`src/verilog/fsw_pkg.sv`:
```
/*
 Shared constants for the flash status and write-protect block: command codes,
 status bit positions, reset values and self-timed cycle lengths.
 Assumes a 20 MHz ref_clk.
*/
package fsw_pkg;
  localparam int unsigned FSW_CLK_HZ = 20000000;
  localparam logic [7:0] FSW_CMD_LATCH_SET = 8'h06;
  localparam logic [7:0] FSW_CMD_LATCH_CLR = 8'h04;
  localparam logic [7:0] FSW_CMD_STAT_READ = 8'h05;
  localparam logic [7:0] FSW_CMD_STAT_WRITE = 8'h01;
  localparam logic [7:0] FSW_CMD_PAGE_WRITE = 8'h02;
  localparam logic [7:0] FSW_CMD_ERASE_4K = 8'h20;
  localparam logic [7:0] FSW_CMD_BLK_ERASE_A = 8'hd8;
  localparam logic [7:0] FSW_CMD_BLK_ERASE_B = 8'h52;
  localparam logic [7:0] FSW_CMD_CE_A = 8'hc7;
  localparam logic [7:0] FSW_CMD_CE_B = 8'h60;
  localparam int FSW_BIT_BUSY = 0;
  localparam int FSW_BIT_LATCH = 1;
  localparam int FSW_BIT_PSEL_LO = 2;
  localparam int FSW_BIT_PSEL_HI = 3;
  localparam int FSW_BIT_LOCK = 7;
  localparam logic [1:0] FSW_PSEL_RESET = 2'h0;
  localparam logic FSW_LOCK_RESET = 1'b0;
  // Cycle lengths in microseconds; counts are parameters of the top
  localparam int unsigned FSW_T_WRITE_US = 5000;
  localparam int unsigned FSW_T_PROG_US = 2000;
  localparam int unsigned FSW_T_ERASE_US = 200000;
  localparam int unsigned FSW_CYC_WRITE = FSW_T_WRITE_US * (FSW_CLK_HZ / 1000000);
  localparam int unsigned FSW_CYC_PROG = FSW_T_PROG_US * (FSW_CLK_HZ / 1000000);
  localparam int unsigned FSW_CYC_ERASE = FSW_T_ERASE_US * (FSW_CLK_HZ / 1000000);
  localparam int FSW_TIMER_W = 24;
  localparam int FSW_ADDR_W = 17;
  localparam int FSW_BITCNT_W = 6;
  localparam logic [FSW_BITCNT_W-1:0] FSW_BITS_CMD = 6'h08;
  localparam logic [FSW_BITCNT_W-1:0] FSW_BITS_STAT_WRITE = 6'h10;
  localparam logic [FSW_BITCNT_W-1:0] FSW_BITS_ADDR = 6'h20;
  localparam logic [FSW_BITCNT_W-1:0] FSW_BITCNT_MAX = 6'h3f;
endpackage

```
`src/verilog/fsw_top.sv`:
```
/*
 Status register and write-protect logic of a serial flash, with the serial
 command front end it needs. Assumes SPI mode 0: serial_in sampled on rising
 sclk, status data shifted out on falling sclk, all pins synchronised into
 ref_clk, so sclk must run well below ref_clk/4.
*/
// Function
// Busy flag at status bit 0 during status-write, program or erase cycle.
// While busy, ignore every command except status read.
// Clear busy flag when the self-timed cycle finishes.
// Write latch at bit 1, set by the latch-set command.
// Clear latch at reset and after clear, program, erase, status-write.
// Two host-writable protect-select bits at status bits 3 and 2.
// Protect-select bits start at zero, nothing guarded.
// Status-lock bit at bit 7, host-writable, starts at zero.
// Status-write accepted only while the write latch is set.
// Host sends status-write as command byte plus one data byte.
// Status-write keeps bits 6..4, 1, 0; bits 6..4 read zero.
// Status-write discarded unless chip select rises right after data byte.
// Rising chip select starts timed cycle; then clear busy and latch.
// Lock bit zero: status-write allowed whatever the protect pin.
// Lock bit one and protect pin high: status-write allowed.
// Lock bit one and protect pin low: locked, status-write rejected.
// Locked mode entered in either order of lock bit and pin.
// Locked mode left only when the protect pin goes high.
// Program and erase into guarded area never execute.
// Write-type commands rejected unless chip select rises on byte boundary.
// Status read code 05h works at any time, even while busy.
// Status byte repeats for as long as chip select stays low; code sends it seven times, then shifts out zeros.
// Protect-select to guarded range is a parameterised lookup.
`timescale 1ns/100ps
module fsw_top
  import fsw_pkg::*;
#(
  parameter int unsigned CYC_WRITE = FSW_CYC_WRITE,
  parameter int unsigned CYC_PROG = FSW_CYC_PROG,
  parameter int unsigned CYC_ERASE = FSW_CYC_ERASE
) (
  input wire logic ref_clk,
  input wire logic rst_b,
  input wire logic chip_sel_b,
  input wire logic sclk,
  input wire logic serial_in,
  input wire logic write_protect_b,
  output logic serial_out,
  output logic serial_out_en,
  output logic [7:0] flash_status,
  output logic hard_locked_mode,
  output logic array_write_go
);
  typedef enum logic [2:0] {
    FSW_IDLE = 3'b001,
    FSW_STAT_OUT = 3'b010,
    FSW_SKIP = 3'b100
  } fsw_state_t;

  logic [2:0] cs_sync, ck_sync, di_sync, wp_sync;
  logic ck_prev;
  fsw_state_t state;
  logic [7:0] shift_in;
  logic [7:0] cmd;
  logic [7:0] out_shift;
  logic [FSW_BITCNT_W-1:0] bit_cnt;
  logic [23:0] addr;
  logic busy_flag, write_latch, protect_sel_hi, protect_sel_lo, status_lock;
  logic [FSW_TIMER_W-1:0] timer;

  wire logic cs_b = cs_sync[1];
  wire logic cs_prev_b = cs_sync[2];
  wire logic ck = ck_sync[1];
  wire logic di = di_sync[1];
  wire logic wp_n = wp_sync[1];
  wire logic cs_fall = cs_prev_b && !cs_b;
  wire logic cs_rise = !cs_prev_b && cs_b;
  wire logic ck_rise = ck && !ck_prev && !cs_b;
  wire logic ck_fall = !ck && ck_prev && !cs_b;
  wire logic [7:0] next_shift_in = {shift_in[6:0], di};
  wire logic byte_done = ck_rise && (bit_cnt[2:0] == 3'h7);
  wire logic on_boundary = (bit_cnt[2:0] == 3'h0);
  wire logic [7:0] status_value = {status_lock, 3'h0, protect_sel_hi, protect_sel_lo, write_latch, busy_flag};
  wire logic soft_lock_mode = !(status_lock && !wp_n);
  wire logic is_erase_blk = (cmd == FSW_CMD_ERASE_4K) ||
                            (cmd == FSW_CMD_BLK_ERASE_A) || (cmd == FSW_CMD_BLK_ERASE_B);
  wire logic is_chip_erase = (cmd == FSW_CMD_CE_A) || (cmd == FSW_CMD_CE_B);
  wire logic guarded;
  wire logic cmd_byte_done = byte_done && (bit_cnt == FSW_BITS_CMD - FSW_BITCNT_W'(1));
  // Acting only on the synced cs rise means a frame cut mid-byte never half-executes
  wire logic end_ok = cs_rise && on_boundary && !busy_flag;
  wire logic do_stat_write = end_ok && (cmd == FSW_CMD_STAT_WRITE) && (bit_cnt == FSW_BITS_STAT_WRITE) &&
                             write_latch && soft_lock_mode;
  wire logic do_latch_set = end_ok && (cmd == FSW_CMD_LATCH_SET) && (bit_cnt == FSW_BITS_CMD);
  wire logic do_latch_clr = end_ok && (cmd == FSW_CMD_LATCH_CLR) && (bit_cnt == FSW_BITS_CMD);
  wire logic do_prog = end_ok && (cmd == FSW_CMD_PAGE_WRITE) && (bit_cnt > FSW_BITS_ADDR) &&
                       write_latch && !guarded;
  wire logic do_erase = end_ok && write_latch && !guarded &&
                        ((is_erase_blk && bit_cnt == FSW_BITS_ADDR) || (is_chip_erase && bit_cnt == FSW_BITS_CMD));
  wire logic start_cycle = do_stat_write || do_prog || do_erase;
  wire logic [FSW_TIMER_W-1:0] next_timer_load = do_stat_write ? FSW_TIMER_W'(CYC_WRITE) :
                                                 do_prog ? FSW_TIMER_W'(CYC_PROG) : FSW_TIMER_W'(CYC_ERASE);
  wire logic cycle_end = busy_flag && (timer == FSW_TIMER_W'(1));

  fsw_guard i_fsw_guard (
    .protect_sel({protect_sel_hi, protect_sel_lo}),
    .addr(addr[FSW_ADDR_W-1:0]),
    .whole_array(is_chip_erase),
    .guarded(guarded)
  );

  // Pins are asynchronous to ref_clk; bit 2 of cs_sync is an edge-detect tap
  always_ff @(posedge ref_clk or negedge rst_b) begin
    if (!rst_b) begin
      cs_sync <= 3'h7;
      ck_sync <= 3'h0;
      di_sync <= 3'h0;
      wp_sync <= 3'h7;
      ck_prev <= 1'b0;
    end else begin
      cs_sync <= {cs_sync[1:0], chip_sel_b};
      ck_sync <= {ck_sync[1:0], sclk};
      di_sync <= {di_sync[1:0], serial_in};
      wp_sync <= {wp_sync[1:0], write_protect_b};
      ck_prev <= ck;
    end
  end

  // Frame decoder: count bits, capture command and address
  always_ff @(posedge ref_clk or negedge rst_b) begin
    if (!rst_b) begin
      state <= FSW_IDLE;
      bit_cnt <= '0;
      shift_in <= 8'h00;
      cmd <= 8'h00;
      addr <= 24'h000000;
    end else if (cs_b) begin
      state <= FSW_IDLE;
      bit_cnt <= '0;
    end else if (ck_rise) begin
      shift_in <= next_shift_in;
      if (bit_cnt != FSW_BITCNT_MAX) begin
        bit_cnt <= bit_cnt + FSW_BITCNT_W'(1);
      end
      if (cmd_byte_done) begin
        cmd <= next_shift_in;
      end
      if (byte_done && bit_cnt > FSW_BITS_CMD && bit_cnt < FSW_BITS_ADDR) begin
        addr <= {addr[15:0], next_shift_in};
      end
      case (state)
        FSW_IDLE: begin
          if (cmd_byte_done) begin

            state <= (next_shift_in == FSW_CMD_STAT_READ) ? FSW_STAT_OUT : FSW_SKIP;
          end
        end
        FSW_STAT_OUT: state <= FSW_STAT_OUT;
        FSW_SKIP: state <= FSW_SKIP;
        default: state <= FSW_IDLE;
      endcase
    end
  end

  // Status byte shifted out MSB first on falling sclk, reloaded at the first seven byte boundaries only (bit_cnt stops at 63)
  always_ff @(posedge ref_clk or negedge rst_b) begin
    if (!rst_b) begin
      out_shift <= 8'h00;
      serial_out <= 1'b0;
      serial_out_en <= 1'b0;
    end else if (cs_b) begin
      serial_out_en <= 1'b0;
      serial_out <= 1'b0;
    end else if (ck_fall && state == FSW_STAT_OUT) begin

      if (on_boundary) begin
        serial_out <= status_value[7];
        out_shift <= {status_value[6:0], 1'b0};
      end else begin
        serial_out <= out_shift[7];
        out_shift <= {out_shift[6:0], 1'b0};
      end
      serial_out_en <= 1'b1;
    end
  end

  // Status bits and self-timed cycle
  always_ff @(posedge ref_clk or negedge rst_b) begin
    if (!rst_b) begin
      busy_flag <= 1'b0;
      write_latch <= 1'b0;
      protect_sel_hi <= FSW_PSEL_RESET[1];
      protect_sel_lo <= FSW_PSEL_RESET[0];
      status_lock <= FSW_LOCK_RESET;
      timer <= '0;
      array_write_go <= 1'b0;
    end else begin
      array_write_go <= do_prog || do_erase;
      if (start_cycle) begin

        busy_flag <= 1'b1;
        timer <= next_timer_load;
        if (do_stat_write) begin

          status_lock <= shift_in[FSW_BIT_LOCK];
          protect_sel_hi <= shift_in[FSW_BIT_PSEL_HI];
          protect_sel_lo <= shift_in[FSW_BIT_PSEL_LO];
        end
      end else if (cycle_end) begin

        busy_flag <= 1'b0;
        timer <= '0;
        write_latch <= 1'b0;
      end else if (busy_flag) begin
        timer <= timer - FSW_TIMER_W'(1);
      end
      if (do_latch_set) begin
        write_latch <= 1'b1;
      end else if (do_latch_clr) begin
        write_latch <= 1'b0;
      end
    end
  end

  always_ff @(posedge ref_clk or negedge rst_b) begin
    if (!rst_b) begin
      flash_status <= 8'h00;
      hard_locked_mode <= 1'b0;
    end else begin
      flash_status <= status_value;
      hard_locked_mode <= !soft_lock_mode;
    end
  end

  a_write_locked: assert property (
    @(posedge ref_clk) disable iff (!rst_b)
    (status_lock && !wp_n) |-> !do_stat_write)
    else $error("status write taken in locked mode");

  a_write_latch: assert property (
    @(posedge ref_clk) disable iff (!rst_b)
    do_stat_write |-> write_latch && !busy_flag)
    else $error("status write without latch");

  a_write_data: assert property (
    @(posedge ref_clk) disable iff (!rst_b)
    do_stat_write |=> {status_lock, protect_sel_hi, protect_sel_lo} ==
    {$past(shift_in[FSW_BIT_LOCK]), $past(shift_in[FSW_BIT_PSEL_HI]), $past(shift_in[FSW_BIT_PSEL_LO])})
    else $error("status bits not taken from data byte");

  a_bits_hold: assert property (
    @(posedge ref_clk) disable iff (!rst_b)
    !do_stat_write |=> $stable({status_lock, protect_sel_hi, protect_sel_lo}))
    else $error("status bits changed without a status write");

  a_busy_start: assert property (
    @(posedge ref_clk) disable iff (!rst_b)
    start_cycle |=> busy_flag && timer == $past(next_timer_load))
    else $error("cycle did not start");

  a_busy_hold: assert property (
    @(posedge ref_clk) disable iff (!rst_b)
    (busy_flag && !cycle_end) |=> busy_flag)
    else $error("busy dropped before cycle end");

  a_busy_end: assert property (
    @(posedge ref_clk) disable iff (!rst_b)
    cycle_end |=> !busy_flag && !write_latch)
    else $error("busy or latch not cleared");

  a_zero_bits: assert property (
    @(posedge ref_clk) disable iff (!rst_b)
    flash_status[6:4] == 3'h0)
    else $error("reserved status bits not zero");

  a_busy_ignore: assert property (
    @(posedge ref_clk) disable iff (!rst_b)
    busy_flag |-> !do_latch_set && !do_latch_clr && !start_cycle)
    else $error("command taken while busy");

  a_read_state: assert property (
    @(posedge ref_clk) disable iff (!rst_b)
    (state == FSW_IDLE && cmd_byte_done && next_shift_in == FSW_CMD_STAT_READ) |=> state == FSW_STAT_OUT)
    else $error("status read not started");

  a_out_release: assert property (
    @(posedge ref_clk) disable iff (!rst_b)
    cs_b |=> !serial_out_en)
    else $error("status output enabled while deselected");

  a_boundary: assert property (
    @(posedge ref_clk) disable iff (!rst_b)
    (cs_rise && !on_boundary && !busy_flag) |=> $stable(write_latch) && $stable(status_lock) && !busy_flag)
    else $error("off-boundary command ran");

  a_guard_block: assert property (
    @(posedge ref_clk) disable iff (!rst_b)
    (end_ok && write_latch && guarded) |=> !array_write_go)
    else $error("guarded area written");

  a_lock_flag: assert property (
    @(posedge ref_clk) disable iff (!rst_b)
    (status_lock && !wp_n) |=> hard_locked_mode)
    else $error("locked mode not shown");

  a_lock_exit: assert property (
    @(posedge ref_clk) disable iff (!rst_b)
    wp_n |=> !hard_locked_mode)
    else $error("locked mode held with pin high");

  a_latch_set: assert property (
    @(posedge ref_clk) disable iff (!rst_b)
    do_latch_set |=> write_latch)
    else $error("latch not set");

  a_latch_clear: assert property (
    @(posedge ref_clk) disable iff (!rst_b)
    do_latch_clr |=> !write_latch)
    else $error("latch not cleared");
endmodule

```
`src/verilog/fsw_guard.sv`:
```
/*
 Guarded-range lookup: given protect-select value and a target address, says
 whether the address is guarded. Pure combinational; the range table is a
 parameter, each entry being the lowest guarded address (top-down guarding).
*/
`timescale 1ns/100ps
module fsw_guard
  import fsw_pkg::*;
#(
  parameter logic [FSW_ADDR_W-1:0] GUARD_BASE_1 = 17'h18000,
  parameter logic [FSW_ADDR_W-1:0] GUARD_BASE_2 = 17'h10000
) (
  input wire logic [1:0] protect_sel,
  input wire logic [FSW_ADDR_W-1:0] addr,
  input wire logic whole_array,
  output logic guarded
);
  wire logic [FSW_ADDR_W-1:0] base;
  // Value 3 guards everything, value 0 nothing
  assign base = (protect_sel == 2'h1) ? GUARD_BASE_1 :
                (protect_sel == 2'h2) ? GUARD_BASE_2 : '0;
  assign guarded = (protect_sel == 2'h3) || ((protect_sel != 2'h0) && (whole_array || addr >= base));
endmodule

```
`config.mk`:
```
export PLATFORM = sky130hd
export DESIGN_NAME = fsw_top
export DESIGN_NICKNAME = d
export VERILOG_FILES = /design/src/verilog/fsw_pkg.sv /design/src/verilog/fsw_top.sv /design/src/verilog/fsw_guard.sv
export SDC_FILE = /design/constraint.sdc
export NUM_CORES = 1
export LEC_CHECK = 0
export BUFFER_PORTS_ARGS = -buffer_cell sky130_fd_sc_hd__buf_2
export CORE_ASPECT_RATIO = 0.5
export CORE_MARGIN = 10
export CORE_UTILIZATION = 37
export CTS_CLUSTER_SIZE = 8
export DETAILED_ROUTE_END_ITERATION = 10
export GPL_TIMING_DRIVEN = 0
export PLACE_DENSITY = 0.63
export SLEW_MARGIN = 20
export SYNTH_ARGS = -nofsm -noshare
export SYNTH_HDL_FRONTEND = slang
export SYNTH_SLANG_ARGS = --single-unit
```
`constraint.sdc`:
```
create_clock -name ref_clk -period 2.8 [get_ports ref_clk]
set_input_delay 0.14 -clock ref_clk [delete_from_list [all_inputs] [get_ports ref_clk]]
set_output_delay 0.14 -clock ref_clk [all_outputs]
set_load 0.1 [all_outputs]
```
# Yosys cells after proc, flatten, opt, wreduce, memory -nomap -nowiden
# Cells that the tools add are included.
dict set report totals {
  ff_bits 98
  input_bits 6
  out_inout_bits 12
  elab_cells 145
}
dict set report op_classes {
  add_sub_neg 2
  order_cmp 4
  eq_ne 25
  muxes 26
  bitwise_logic 1
  reduce_logical 65
}
# op n
set ops {}
lappend ops {{$mux 24} 3}
lappend ops {{$mux 22} 2}
lappend ops {{$mux 17} 2}
lappend ops {{$logic_and 1x1->1} 32}
lappend ops {{$eq 24x1->1 const B} 1}
lappend ops {{$eq 8x3->1 const B} 3}
lappend ops {{$sub 24x1->24 const B} 1}
lappend ops {{$mux 6} 3}
lappend ops {{$ge 17x17->1} 1}
lappend ops {{$eq 8x7->1 const B} 2}
lappend ops {{$eq 8x8->1 const B} 2}
lappend ops {{$mux 3} 4}
lappend ops {{$reduce_and 2->1} 6}
lappend ops {{$mux 1} 10}
lappend ops {{$reduce_bool 2->1} 5}
lappend ops {{$logic_or 1x1->1} 9}
lappend ops {{$pmux 3 s3} 1}
lappend ops {{$eq 8x1->1 const B} 1}
lappend ops {{$eq 8x2->1 const B} 1}
lappend ops {{$eq 8x6->1 const B} 1}
lappend ops {{$logic_not 1->1} 8}
lappend ops {{$mux 8} 1}
lappend ops {{$add 6x1->6 const B} 1}
lappend ops {{$eq 3x3->1 const B} 2}
lappend ops {{17 further kinds} 21}

# Longest topological paths before layout
# Gate-level depths: netlist (run 1).
dict set report logic_depth {
  depth_word 14
  mapped_depth 11
  ltp_nobuf 10
}

# Modules after synthesis
# A second synthesis (run 1) with hierarchy kept.
dict set report unflattened {
  hier_cells 457
  area_unflattened_um2 4868.4
}
# module instances cells_each area_each_um2 seq_area_each_um2
set by_module_without_submodules {}
lappend by_module_without_submodules {fsw_top 1 439 4705.8 2434.8}
lappend by_module_without_submodules {fsw_guard 1 18 162.7 0.0}

# Worst setup path after synthesis (run 1)
# No wires, ideal clock.
dict set report synth_timing {
  path_type {register to register}
  from {register protect_sel_hi}
  to {register timer[4]}
  setup_time_ns 0.128
  arrival_ns 2.500
  required_ns 2.672
  slack_ns 0.172
  stages_incl_launch_ff 12
  path_buffers 1
  cell_sequence {dfrtp_1 > inv_1 > ha_1 > ha_1 > nor4b_1 > and4_1 > a2111oi_0 > a21oi_1 > o21a_4 > buf_6 > o21ai_2 > o31ai_1}
}
dict set report synth_between {
  elab_chain_len 12
  word_cells_on_any_way 18
}
# element line_no
set synth_lines {}
lappend synth_lines {{from (decl)} fsw_top.sv:65} ;# logic busy_flag, write_latch, protect_sel_hi, protect_sel_lo, status_lock;
lappend synth_lines {{from (signal assigned)} fsw_top.sv:189} ;# protect_sel_hi <= FSW_PSEL_RESET[1];
lappend synth_lines {{from (signal assigned)} fsw_top.sv:203} ;# protect_sel_hi <= shift_in[FSW_BIT_PSEL_HI];
lappend synth_lines {{$eq 2x2->1} fsw_guard.sv:21} ;# (protect_sel == 2'h2) ? GUARD_BASE_2 : '0;
lappend synth_lines {{$mux 17} fsw_guard.sv:21}
lappend synth_lines {{$mux 17} fsw_guard.sv:20} ;# assign base = (protect_sel == 2'h1) ? GUARD_BASE_1 :
lappend synth_lines {{$ge 17x17->1} fsw_guard.sv:22} ;# assign guarded = (protect_sel == 2'h3) || ((protect_sel != 2'h0) && (whole_array || addr >= base));
lappend synth_lines {{$logic_or 1x1->1} fsw_guard.sv:22}
lappend synth_lines {{$logic_and 1x1->1} fsw_guard.sv:22}
lappend synth_lines {{$logic_or 1x1->1 *} fsw_guard.sv:22}
lappend synth_lines {{$logic_not 1->1 *} {fsw_top.sv:94, fsw_top.sv:95}}
lappend synth_lines {{$logic_and 1x1->1, on equally long branches} {fsw_top.sv:94, fsw_top.sv:95}}
lappend synth_lines {{$logic_or 1x1->1 or $logic_and 1x1->1 (tied branches)} {fsw_top.sv:97, fsw_top.sv:95}}
lappend synth_lines {{$logic_or 1x1->1 *} fsw_top.sv:97} ;# wire logic start_cycle = do_stat_write || do_prog || do_erase;
lappend synth_lines {{$reduce_bool 3->1 (no source line) or $mux 24 (tied branches)} --}
lappend synth_lines {{to (signal assigned)} fsw_top.sv:199} ;# timer <= next_timer_load;
lappend synth_lines {{to (signal assigned)} fsw_top.sv:212} ;# timer <= timer - FSW_TIMER_W'(1);
lappend synth_lines {{to (decl)} fsw_top.sv:66} ;# logic [FSW_TIMER_W-1:0] timer;
# Mark *: on every way between the ends. The rest lies on a longest branch, timed or not.
# A chain may end at the register's enable or synchronous reset.

# Final worst setup path (run 1)
# Same ends and word-level chain as after synthesis.

==> results of run 1 <==
## cell families after synthesis
logic type	synth area share [%]
flops	51.7
other cells	0.0796
compound gates	12.4
mux	8.77
xor+xnor	0.744
buf+inv	3.59
simple gates	20.1
fa+ha+maj	2.66
## state kept, by name (all words and copies together) (netlist names), 2 cells and up
signal        count
cmd               8
bit_cnt           6
wp_sync           2
flash_status      5
di_sync           2
state             3
timer            24
cs_sync           3
ck_sync           2
shift_in          8
out_shift         7
addr             17
## power by group
| part | total (mW) | switching, mW | internal, mW |
|---|---|---|---|
| logic | 0.150 | 0.0820 | 0.0675 |
| clock network | 1.20 | 0.580 | 0.621 |
| registers | 1.53 | 0.0703 | 1.46 |
## cells in the mapped netlist (2+ instances only)
| cell | number | area share [%] |
|---|---|---|
| sky130_fd_sc_hd__o41ai_1 | 2 | 0.37 |
| sky130_fd_sc_hd__nor3b_1 | 4 | 0.64 |
| sky130_fd_sc_hd__nor4b_2 | 2 | 0.64 |
| sky130_fd_sc_hd__nor2_1 | 28 | 2.2 |
| sky130_fd_sc_hd__o21ai_2 | 5 | 0.93 |
| sky130_fd_sc_hd__nand2_1 | 39 | 3.1 |
| sky130_fd_sc_hd__nand2b_1 | 6 | 0.80 |
| sky130_fd_sc_hd__nand3b_1 | 2 | 0.32 |
| sky130_fd_sc_hd__o31ai_1 | 4 | 0.64 |
| sky130_fd_sc_hd__a31oi_1 | 4 | 0.53 |
| sky130_fd_sc_hd__xnor2_1 | 2 | 0.37 |
| sky130_fd_sc_hd__and4_1 | 2 | 0.37 |
| sky130_fd_sc_hd__mux2_2 | 34 | 8.1 |
| sky130_fd_sc_hd__buf_2 | 6 | 0.64 |
| sky130_fd_sc_hd__and3b_1 | 2 | 0.37 |
| sky130_fd_sc_hd__nor2_2 | 2 | 0.27 |
| sky130_fd_sc_hd__or4_1 | 7 | 1.1 |
| sky130_fd_sc_hd__a21oi_1 | 22 | 2.3 |
| sky130_fd_sc_hd__a21o_1 | 2 | 0.32 |
| sky130_fd_sc_hd__buf_4 | 5 | 0.80 |
| sky130_fd_sc_hd__nand4_1 | 4 | 0.53 |
| sky130_fd_sc_hd__inv_1 | 16 | 1.3 |
| sky130_fd_sc_hd__nand3_1 | 10 | 1.1 |
| sky130_fd_sc_hd__o22ai_1 | 2 | 0.27 |
| sky130_fd_sc_hd__and3_1 | 3 | 0.40 |
| sky130_fd_sc_hd__nor4b_1 | 6 | 1.1 |
| sky130_fd_sc_hd__xor2_1 | 2 | 0.37 |
| sky130_fd_sc_hd__o21ai_0 | 32 | 3.4 |
| sky130_fd_sc_hd__dfstp_2 | 6 | 3.3 |
| sky130_fd_sc_hd__ha_1 | 10 | 2.7 |
| sky130_fd_sc_hd__o211ai_1 | 2 | 0.32 |
| sky130_fd_sc_hd__or4b_1 | 2 | 0.42 |
| sky130_fd_sc_hd__mux2i_1 | 3 | 0.64 |
| sky130_fd_sc_hd__or2_2 | 2 | 0.27 |
| sky130_fd_sc_hd__nor2b_1 | 5 | 0.66 |
| sky130_fd_sc_hd__or3_1 | 3 | 0.40 |
| sky130_fd_sc_hd__dfrtp_1 | 91 | 48 |
| sky130_fd_sc_hd__clkbuf_1 | 5 | 0.40 |
| sky130_fd_sc_hd__nor3_1 | 12 | 1.3 |
| sky130_fd_sc_hd__buf_1 | 2 | 0.16 |
| sky130_fd_sc_hd__nor4_1 | 11 | 1.5 |
| sky130_fd_sc_hd__nor3_4 | 2 | 0.69 |
## timing repair
action                     in CTS  in global routing
hold buffers                    5                  0
gates resized for setup         5                  5
pin swaps                       0                  5
gates cloned                    0                  0
buffers inserted                0                  2
setup endpoints to repair      26                 22
hold endpoints to repair       76                  0
## final cells by class
cell class / instances / area [µm²] / area share, %
timing repair buffer: 22 / 169 / 3.11
multi-input combinational: 309 / 2160 / 39.7
tap: 170 / 213 / 3.91
sequential: 97 / 2430 / 44.8
inverter: 17 / 67.6 / 1.24
buffer: 19 / 105 / 1.93
clock buffer: 9 / 225 / 4.14
clock inverter: 7 / 63.8 / 1.17
## worst max-delay path: stages, from the launching register on
cell                        delay (ps)
sky130_fd_sc_hd__dfrtp_1           390
sky130_fd_sc_hd__inv_1              90
sky130_fd_sc_hd__ha_1              210
sky130_fd_sc_hd__ha_1              270
sky130_fd_sc_hd__nor4b_1           130
sky130_fd_sc_hd__and4_1            220
sky130_fd_sc_hd__a2111oi_4         410
sky130_fd_sc_hd__a21oi_4           160
sky130_fd_sc_hd__o21a_4            270
sky130_fd_sc_hd__buf_6             160
sky130_fd_sc_hd__o21ai_2           130
sky130_fd_sc_hd__o31ai_1            80
## through the flow
step                std cells  TNS [ps]
floorplan                 442         0
global placement          626     -5810
detailed placement        627     -6830
CTS                       648         0
global route              650         0
finish                    650         0
## worst max path at each step
stage | end | slack, ps | cells after the start
3_3_place_gp | timer[16] | -360 | 10
6_report | timer[4] | 160 | 11
2_1_floorplan | timer[4] | 170 | 11
5_1_grt | timer[19] | 20 | 10
4_1_cts | timer[2] | 30 | 9
3_5_place_dp | timer[16] | -410 | 10
## per-layer routing
metal	GRT usage [%]	share of wire (%)
met1	14.2	50
met2	17.1	46
met3	2.84	3.7
met4	4.04	1.1
met5	0	0
==> key figures, run 1 <==
Run status
  • Result of the run: finished, final reports clean

Pwr
  • Largest voltage drop on the vdd net: 323 µV
  • Pwr Total: 2.88 mW
  • PD cells: 529 mW/mm²
  • Leakage power: 2.47 nW

Floorplanning
  • Floorplan die area: 0.0179 mm²
  • Core Box Area: 0.0126 mm²
  • # IOs: 18
  • Die boundary height: 99.8 µm
  • Horizontal die dimension: 180 µm
  • Site Rows: 29
  • Starting utilization of the core area: 37.5%

Layout
  • P&R area growth vs syn: 15.4%
  • # fillers: 1226
  • Share of layout cells above drive strength 1: 23.8%
  • Inserted Diodes: 0
  • Share of the core filled with cells in the final layout: 43.3%
  • Leading cell types in the layout, fill and taps excluded: sky130_fd_sc_hd__dfrtp_1, sky130_fd_sc_hd__nand2_1, sky130_fd_sc_hd__mux2_2
  • Area of all placed cells without fillers: 0.00544 mm²
  • Most common library cell in the layout ignoring fill and taps: sky130_fd_sc_hd__dfrtp_1
  • Number of nets in the layout: 491

Place
  • Post-Place Setup Slack: -406 ps
  • Count of input and output buffers: 14
  • Cell area after placement: 0.00503 mm²
  • Post-detail-place hpwl: 6.80 mm
  • Routability congestion estimate: 0.844

STA
  • Final number of hold-violating endpoints: 0
  • Headroom to the max-slew limit: 45.5%
  • Unrepaired setup endpoints after global routing: false
  • Share of the clock period used by the worst path after layout: 94.3%
  • WHS: 206 ps
  • Layout Skew: 6.80 ps
  • Transition time at the pin with the least slew margin: 815 ps
  • Min Clock Period, post-route: 2640 ps
  • Maximum clock rate: 0.379 GHz
  • Final Setup Violations: 0
  • Post-route setup slack: 158 ps
  • Max-slew violation total from the final report: 0

Critical path
  • R2r worst-path depth: 11
  • Internal reg-to-reg setup slack: 160 ps
  • Kind of start point of the critical path: flip-flop
  • Worst setup path start: protect_sel_hi
  • Category of the most critical setup path: flip-flop to flip-flop
  • Worst Setup End Kind: flip-flop
  • Startpoint of the worst register-to-register path: protect_sel_hi
  • Destination of the worst register-to-register timing path: timer[4]
  • Critical path peak fanout: 10
  • Data required time at the worst endpoint: 3020 ps
  • Arrival time at the worst endpoint: 2860 ps

Clocking
  • Maximum buffer depth of the clock tree: 2
  • Root Buffer: sky130_fd_sc_hd__clkbuf_16
  • Total clock sinks: 97
  • Total number of H-tree levels: 3
  • CTS tree: done
  • Clock slew at the register clock pins of the worst setup and hold paths: 70 ps
  • Cts bufs inserted: 9
  • Skew-Pair Late Insertion Delay: 350 ps

Synthesis
  • Yosys reg bits: 97
  • Mean instance size in the synthesized netlist: 10.7 µm²
  • Synth async-reset ratio: 100%
  • Count of synthesis-stage warnings from yosys: 0
  • Register area share after synthesis: 51.7%
  • Count of flip-flops with a built-in enable after synthesis: 0
  • Most common flop cell mapped by yosys: sky130_fd_sc_hd__dfrtp_1
  • Gate Count Post-Synth: 440
  • Post-synth design cell area: 0.00471 mm²
  • Netlist cell types: 71

Global routing
  • Pin count of the biggest net entering global routing: 77
  • First-pass GRT wire length: 16.4 mm
  • Total gr overflow: 0
  • Global router's overall resource usage: 10.9%
  • Number of global-route vias before repair: 3234
  • Initial antenna violation count: 0

Routing
  • Remaining antenna violation count: 0
  • Total vias in the final route: 3382
  • Post-DR vias/cell: 5.20
  • Number of design-rule violations left by the first detailed-router iteration: 237
  • 1st-pass router iterations: 4
  • Average wire length per cell after detail routing: 14.7 µm
  • Aggregate routed wire length: 9.59 mm
  • Residual DRC: 0

Worst hold path
  • Kind of path behind the tightest hold check: input pin to asynchronous set/reset pin

Job
  • Max-cap violation count: 0
(Power assumes the default switching activity.)
==> run 2, diff against run 1 <==
CTS_BUF_LIST = sky130_fd_sc_hd__clkbuf_4 sky130_fd_sc_hd__clkbuf_8   (was not set)
==> key figures, run 2 (synthesis results as in run 1) <==
Floorplanning
  • Floorplan die area: 0.0179 mm² (unchanged)
  • Core Box Area: 0.0126 mm² (unchanged)
  • # IOs: 18 (unchanged)
  • Horizontal die dimension: 180 µm (unchanged)
  • Site Rows: 29 (unchanged)
  • Starting utilization of the core area: 37.5% (unchanged)
  • Die boundary height: 99.8 µm (unchanged)

Place
  • Count of input and output buffers: 14 (unchanged)
  • Post-detail-place hpwl: 6.80 mm (unchanged)
  • Routability congestion estimate: 0.844 (unchanged)
  • Post-Place Setup Slack: -406 ps (unchanged)

Pwr
  • Largest voltage drop on the vdd net: 213 µV (-34%)
  • Leakage power: 2.43 nW (-1.5%)
  • PD cells: 479 mW/mm² (-9.5%)

Critical path
  • Startpoint of the worst register-to-register path: protect_sel_lo
  • Crit path cell chain: inv_1, ha_1, inv_1, ha_1, and4_4, a2111oi_4, a21oi_4, o21a_4, buf_6, o21ai_2, o31ai_1
  • Delay of the slowest cell on the worst path: 430 ps (+20 ps)
  • Internal reg-to-reg setup slack: 150 ps (about the same)
  • Destination of the worst register-to-register timing path: timer[4]
  • Arrival time at the worst endpoint: 2900 ps (+40 ps)
  • Kind of start point of the critical path: flip-flop
  • Worst setup path start: protect_sel_lo
  • Category of the most critical setup path: flip-flop to flip-flop
  • Data required time at the worst endpoint: 3050 ps (+30 ps)
  • R2r worst-path depth: 11 (unchanged)
  • Slowest cell on the critical path: sky130_fd_sc_hd__dfrtp_1
  • Capture point of the critical path: timer[4]
  • Worst Setup End Kind: flip-flop
  • Critical path peak fanout: 10 (unchanged)

Routing
  • Average wire length per cell after detail routing: 14.8 µm (+0.64%)
  • Residual DRC: 0 (unchanged)
  • Total vias in the final route: 3382 (unchanged)
  • Post-DR vias/cell: 5.20 (-0.15%)
  • Remaining antenna violation count: 0 (unchanged)
  • 1st-pass router iterations: 4 (unchanged)
  • Number of design-rule violations left by the first detailed-router iteration: 231 (-2.5%)
  • Aggregate routed wire length: 9.66 mm (+0.79%)

Layout
  • Number of nets in the layout: 492 (+0.20%)
  • Register ranked first by flip-flop count: timer
  • Most common library cell in the layout ignoring fill and taps: sky130_fd_sc_hd__dfrtp_1
  • Share of the core filled with cells in the final layout: 42.6% (-0.73 points)
  • Leading registers by flop count: timer (24), addr (17)
  • Number of flip-flops in the largest register: 24 (unchanged)
  • P&R area growth vs syn: 13.5%
  • # fillers: 1236 (+0.82%)
  • Leading cell types in the layout, fill and taps excluded: sky130_fd_sc_hd__dfrtp_1, sky130_fd_sc_hd__nand2_1, sky130_fd_sc_hd__mux2_2
  • Share of layout cells above drive strength 1: 24.1% (+0.37 points)
  • Inserted Diodes: 0 (unchanged)

Clocking
  • Maximum buffer depth of the clock tree: 2 (unchanged)
  • CTS tree: done
  • Cts bufs inserted: 9 (unchanged)
  • Clock slew at the register clock pins of the worst setup and hold paths: 100 ps (+30 ps)
  • Total clock sinks: 97 (unchanged)
  • Root Buffer: sky130_fd_sc_hd__clkbuf_8
  • Skew-Pair Late Insertion Delay: 380 ps (+30 ps)
  • Total number of H-tree levels: 3 (unchanged)

Global routing
  • Total gr overflow: 0 (unchanged)
  • First-pass GRT wire length: 16.4 mm (about the same)
  • Initial antenna violation count: 0 (unchanged)
  • Global router's overall resource usage: 10.9% (+0.026 points)
  • Number of global-route vias before repair: 3232 (-0.062%)
  • Pin count of the biggest net entering global routing: 77 (unchanged)

STA
  • Final number of hold-violating endpoints: 0 (unchanged)
  • Headroom to the max-slew limit: 44.9% (-0.60 points)
  • Post-route setup slack: 151 ps (-7.00 ps)
  • Transition time at the pin with the least slew margin: 824 ps (+8.99 ps)
  • Share of the clock period used by the worst path after layout: 94.6% (+0.25 points)
  • Final Setup Violations: 0 (unchanged)
  • Total negative slack: 0 ps (unchanged)
  • Max-slew violation total from the final report: 0 (unchanged)
  • Unrepaired setup endpoints after global routing: false
  • Min Clock Period, post-route: 2650 ps (+7.00 ps)
  • Maximum clock rate: 0.378 GHz (-0.26%)
  • Layout Skew: 11.9 ps (+5.08 ps)

Job
  • Max-cap violation count: 0 (unchanged)

Run status
  • Result of the run: finished, final reports clean

Worst hold path
  • Kind of path behind the tightest hold check: input pin to asynchronous set/reset pin
-- run 2: cell count changes in the layout (fill, tap and decap cells not counted), sizes merged --
cell	change
buf	+1
-- run 2: what timing repair did --
action / in CTS / in global routing
hold buffers: 5 / 0
endpoints found under the hold margin: 97 / 0
setup endpoints to repair: 26 / 22
pin swaps: 0 / 6
buffers inserted: 0 / 3
gates resized for setup: 5 / 6
cloned: 0 / 0
-- run 2: through the flow --
step / power, mW / area, µm² / hold WS [ps] / instances
floorplan: 1.62 / 4720 / -156 / 442
global placement: 1.69 / 5000 / 244 / 626
detailed placement: 1.70 / 5030 / 10.4 / 627
CTS: 2.59 / 5300 / 174 / 648
global route: 2.68 / 5350 / 192 / 651
finish: 2.56 / 5350 / 168 / 651
-- run 2: power by group --
group | leakage (nW) | total [mW] | switching (mW) | internal, mW
combinational | 1.02 | 0.150 | 0.0822 | 0.0675
clock | 0.0987 | 0.885 | 0.543 | 0.342
sequential | 1.31 | 1.53 | 0.0696 | 1.46
-- run 2: layout make-up --
type / instances / area [µm²] / share of cell area [%]
multi-input combinational: 309 / 2160 / 40.4
timing repair buffer: 23 / 176 / 3.30
clock buffer: 9 / 124 / 2.32
inverter: 17 / 67.6 / 1.26
buffer: 19 / 105 / 1.97
tap: 170 / 213 / 3.98
sequential: 97 / 2430 / 45.5
clock inverter: 7 / 63.8 / 1.19
-- run 2: how the worst min path moves through the flow --
stage,start,endpoint
after floorplan,rst_b,addr[0]
after global placement,chip_sel_b,cs_sync[0]
after detailed placement,rst_b,timer[1]
after CTS,rst_b,bit_cnt[3]
after global routing,rst_b,ck_prev
final,rst_b,timer[2]
-- run 2: per-layer routing --
layer  GRT usage, %  wire length [µm]  share of wire [%]
met4           3.92               163                1.7
met2           16.9              4320                 45
met3           2.76               307                3.2
met5              0                 0                  0
met1           14.5              4870                 50
-- run 2: worst max-delay path, delay by kind of cell (launching register included) --
family	cells	cell delay, ps
fa+ha+maj	2	560
compound gates	5	1040
simple gates	1	200
flops	1	430
buf+inv	3	290
==> run 3, diff against run 2 <==
RECOVER_POWER = 100   (was not set)
==> key figures, run 3 (synthesis results as in run 1) <==
Clocking
  • Total clock sinks: 97 (unchanged)
  • Cts bufs inserted: 9 (unchanged)
  • Root Buffer: sky130_fd_sc_hd__clkbuf_8
  • Total number of H-tree levels: 3 (unchanged)
  • Clock slew at the register clock pins of the worst setup and hold paths: 100 ps (about the same)
  • Maximum buffer depth of the clock tree: 2 (unchanged)
  • CTS tree: done
  • Skew-Pair Late Insertion Delay: 380 ps (about the same)

Floorplanning
  • Site Rows: 29 (unchanged)
  • Floorplan die area: 0.0179 mm² (unchanged)
  • # IOs: 18 (unchanged)
  • Starting utilization of the core area: 37.5% (unchanged)
  • Horizontal die dimension: 180 µm (unchanged)
  • Die boundary height: 99.8 µm (unchanged)
  • Core Box Area: 0.0126 mm² (unchanged)

Global routing
  • Initial antenna violation count: 0 (unchanged)
  • Pin count of the biggest net entering global routing: 77 (unchanged)
  • Number of global-route vias before repair: 3232 (unchanged)
  • Global router's overall resource usage: 10.9% (unchanged)
  • First-pass GRT wire length: 16.4 mm (unchanged)
  • Total gr overflow: 0 (unchanged)

Layout
  • Number of flip-flops in the largest register: 24 (unchanged)
  • Register ranked first by flip-flop count: timer
  • Leading registers by flop count: timer (24), addr (17)
  • Inserted Diodes: 0 (unchanged)
  • Number of nets in the layout: 492 (unchanged)
  • Share of layout cells above drive strength 1: 20.0% (-4.2 points)
  • P&R area growth vs syn: 12.0%
  • Leading cell types in the layout, fill and taps excluded: sky130_fd_sc_hd__dfrtp_1, sky130_fd_sc_hd__nand2_1, sky130_fd_sc_hd__mux2_2
  • Most common library cell in the layout ignoring fill and taps: sky130_fd_sc_hd__dfrtp_1
  • Flip-flop and latch area: 0.00243 mm² (unchanged)
  • Multi-input combinational cell area: 0.00214 mm² (-1.2%)
  • Share of the core filled with cells in the final layout: 42.0% (-0.56 points)
  • Area of all placed cells without fillers: 0.00528 mm² (-1.3%)
  • # fillers: 1253 (+1.4%)

STA
  • Unrepaired setup endpoints after global routing: false
  • Total negative slack: 0 ps (unchanged)
  • Final Setup Violations: 0 (unchanged)
  • Transition time at the pin with the least slew margin: 1210 ps (+387 ps)
  • Min Clock Period, post-route: 2660 ps (+13.6 ps)
  • Maximum clock rate: 0.376 GHz (-0.51%)
  • Final number of hold-violating endpoints: 0 (unchanged)
  • Share of the clock period used by the worst path after layout: 95.1% (+0.49 points)
  • WHS: 359 ps (+191 ps)
  • Layout Skew: 11.2 ps (-0.657 ps)
  • Headroom to the max-slew limit: 19.3% (-26 points)
  • Max-slew violation total from the final report: 0 (unchanged)
  • Post-route setup slack: 138 ps (-13.6 ps)

Critical path
  • Category of the most critical setup path: flip-flop to flip-flop
  • Startpoint of the worst register-to-register path: protect_sel_lo
  • Destination of the worst register-to-register timing path: timer[6]
  • Worst setup path start: protect_sel_lo
  • Internal reg-to-reg setup slack: 140 ps (about the same)
  • Critical path peak fanout: 10 (unchanged)
  • Kind of start point of the critical path: flip-flop
  • Data required time at the worst endpoint: 3050 ps (about the same)
  • Arrival time at the worst endpoint: 2920 ps (+20 ps)
  • Worst Setup End Kind: flip-flop
  • R2r worst-path depth: 11 (unchanged)
  • Capture point of the critical path: timer[6]

Routing
  • Number of design-rule violations left by the first detailed-router iteration: 264 (+14%)
  • 1st-pass router iterations: 4 (unchanged)
  • Total vias in the final route: 3410 (+0.83%)
  • Remaining antenna violation count: 0 (unchanged)
  • Average wire length per cell after detail routing: 14.8 µm (-0.40%)
  • Post-DR vias/cell: 5.24 (+0.83%)
  • Residual DRC: 0 (unchanged)
  • Aggregate routed wire length: 9.62 mm (-0.40%)

Place
  • Count of input and output buffers: 14 (unchanged)
  • Routability congestion estimate: 0.844 (unchanged)
  • Cell area after placement: 0.00503 mm² (unchanged)
  • Post-Place Setup Slack: -406 ps (unchanged)
  • Post-detail-place hpwl: 6.80 mm (unchanged)

Pwr
  • Share of total power in the clock network: 34.6% (about the same)
  • Sequential share of power: 59.8% (+0.2 points)
  • Sw Pwr: 0.692 mW (-0.42%)
  • Leakage power: 2.36 nW (-2.7%)
  • Largest voltage drop on the vdd net: 212 µV (-0.50%)
  • Fraction of power spent switching nets: 27.1% (-0.030 points)
  • PD cells: 484 mW/mm² (+1.0%)
  • Int Pwr: 1.86 mW (-0.27%)
  • Share of power burned in combinational logic: 5.6% (-0.2 points)

Worst hold path
  • Kind of path behind the tightest hold check: flip-flop to flip-flop

Run status
  • Result of the run: finished, final reports clean

Job
  • Max-cap violation count: 0 (unchanged)
==> run 3: worst max-delay path: stages, from the launching register on <==
cell                        delay, ps
sky130_fd_sc_hd__dfrtp_1          430
sky130_fd_sc_hd__inv_1             90
sky130_fd_sc_hd__ha_1             280
sky130_fd_sc_hd__inv_1             40
sky130_fd_sc_hd__ha_1             280
sky130_fd_sc_hd__and4_4           200
sky130_fd_sc_hd__a2111oi_4        400
sky130_fd_sc_hd__a21oi_4          150
sky130_fd_sc_hd__o21a_4           260
sky130_fd_sc_hd__buf_6            160
sky130_fd_sc_hd__a21oi_1          130
sky130_fd_sc_hd__o22ai_1          110
==> run 3: routing by layer <==
| metal | global-route usage, % | vias to the layer above | routed length, µm | part of all wire (%) |
|---|---|---|---|---|
| met2 | 16.9 | 52 | 4320 | 45 |
| met1 | 14.5 | 1671 | 4830 | 50 |
| met5 | 0 | - | 0 | 0 |
| met4 | 3.92 | 0 | 154 | 1.6 |
| met3 | 2.76 | 13 | 320 | 3.3 |
| li1 | - | 1674 | - | - |
==> run 3: area by class of cell <==
class	count	area share, %
buffer	19	1.97
sequential	97	46.1
clock buffer	9	2.35
multi-input combinational	309	40.5
timing repair buffer	23	2.54
tap	170	4.03
inverter	17	1.28
clock inverter	7	1.21
==> run 3: power by group through the flow <==
stage	Combinational (mW)	Sequential, mW	Clock, mW
global placement	0.139	1.55	0
finish	0.144	1.53	0.883
global route	0.161	1.54	0.975
floorplan	0.0966	1.53	0
CTS	0.153	1.53	0.911
detailed placement	0.148	1.56	0
==> run 3: metrics by stage <==
stage,cells,power [mW]
after floorplan,442,1.62
after global routing,651,2.67
final,651,2.55
after global placement,626,1.69
after CTS,648,2.59
after detailed placement,627,1.70
==> run 3: timing repair <==
item | CTS | global route
setup buffers | 0 | 3
pin swaps | 0 | 6
hold buffers | 5 | 0
endpoints found under the hold margin | 97 | 0
resized for setup | 5 | 6
setup endpoints to repair | 26 | 22
==> run 3: worst min path at each step <==
stage	startpoint	endpoint	slack, ps	depth (start not counted)
3_3_place_gp	chip_sel_b	cs_sync[0]	240	1
2_1_floorplan	rst_b	addr[0]	-160	0
6_report	di_sync[0]	di_sync[1]	360	0
4_1_cts	rst_b	bit_cnt[3]	170	2
5_1_grt	di_sync[0]	di_sync[1]	370	0
3_5_place_dp	rst_b	timer[1]	10	1
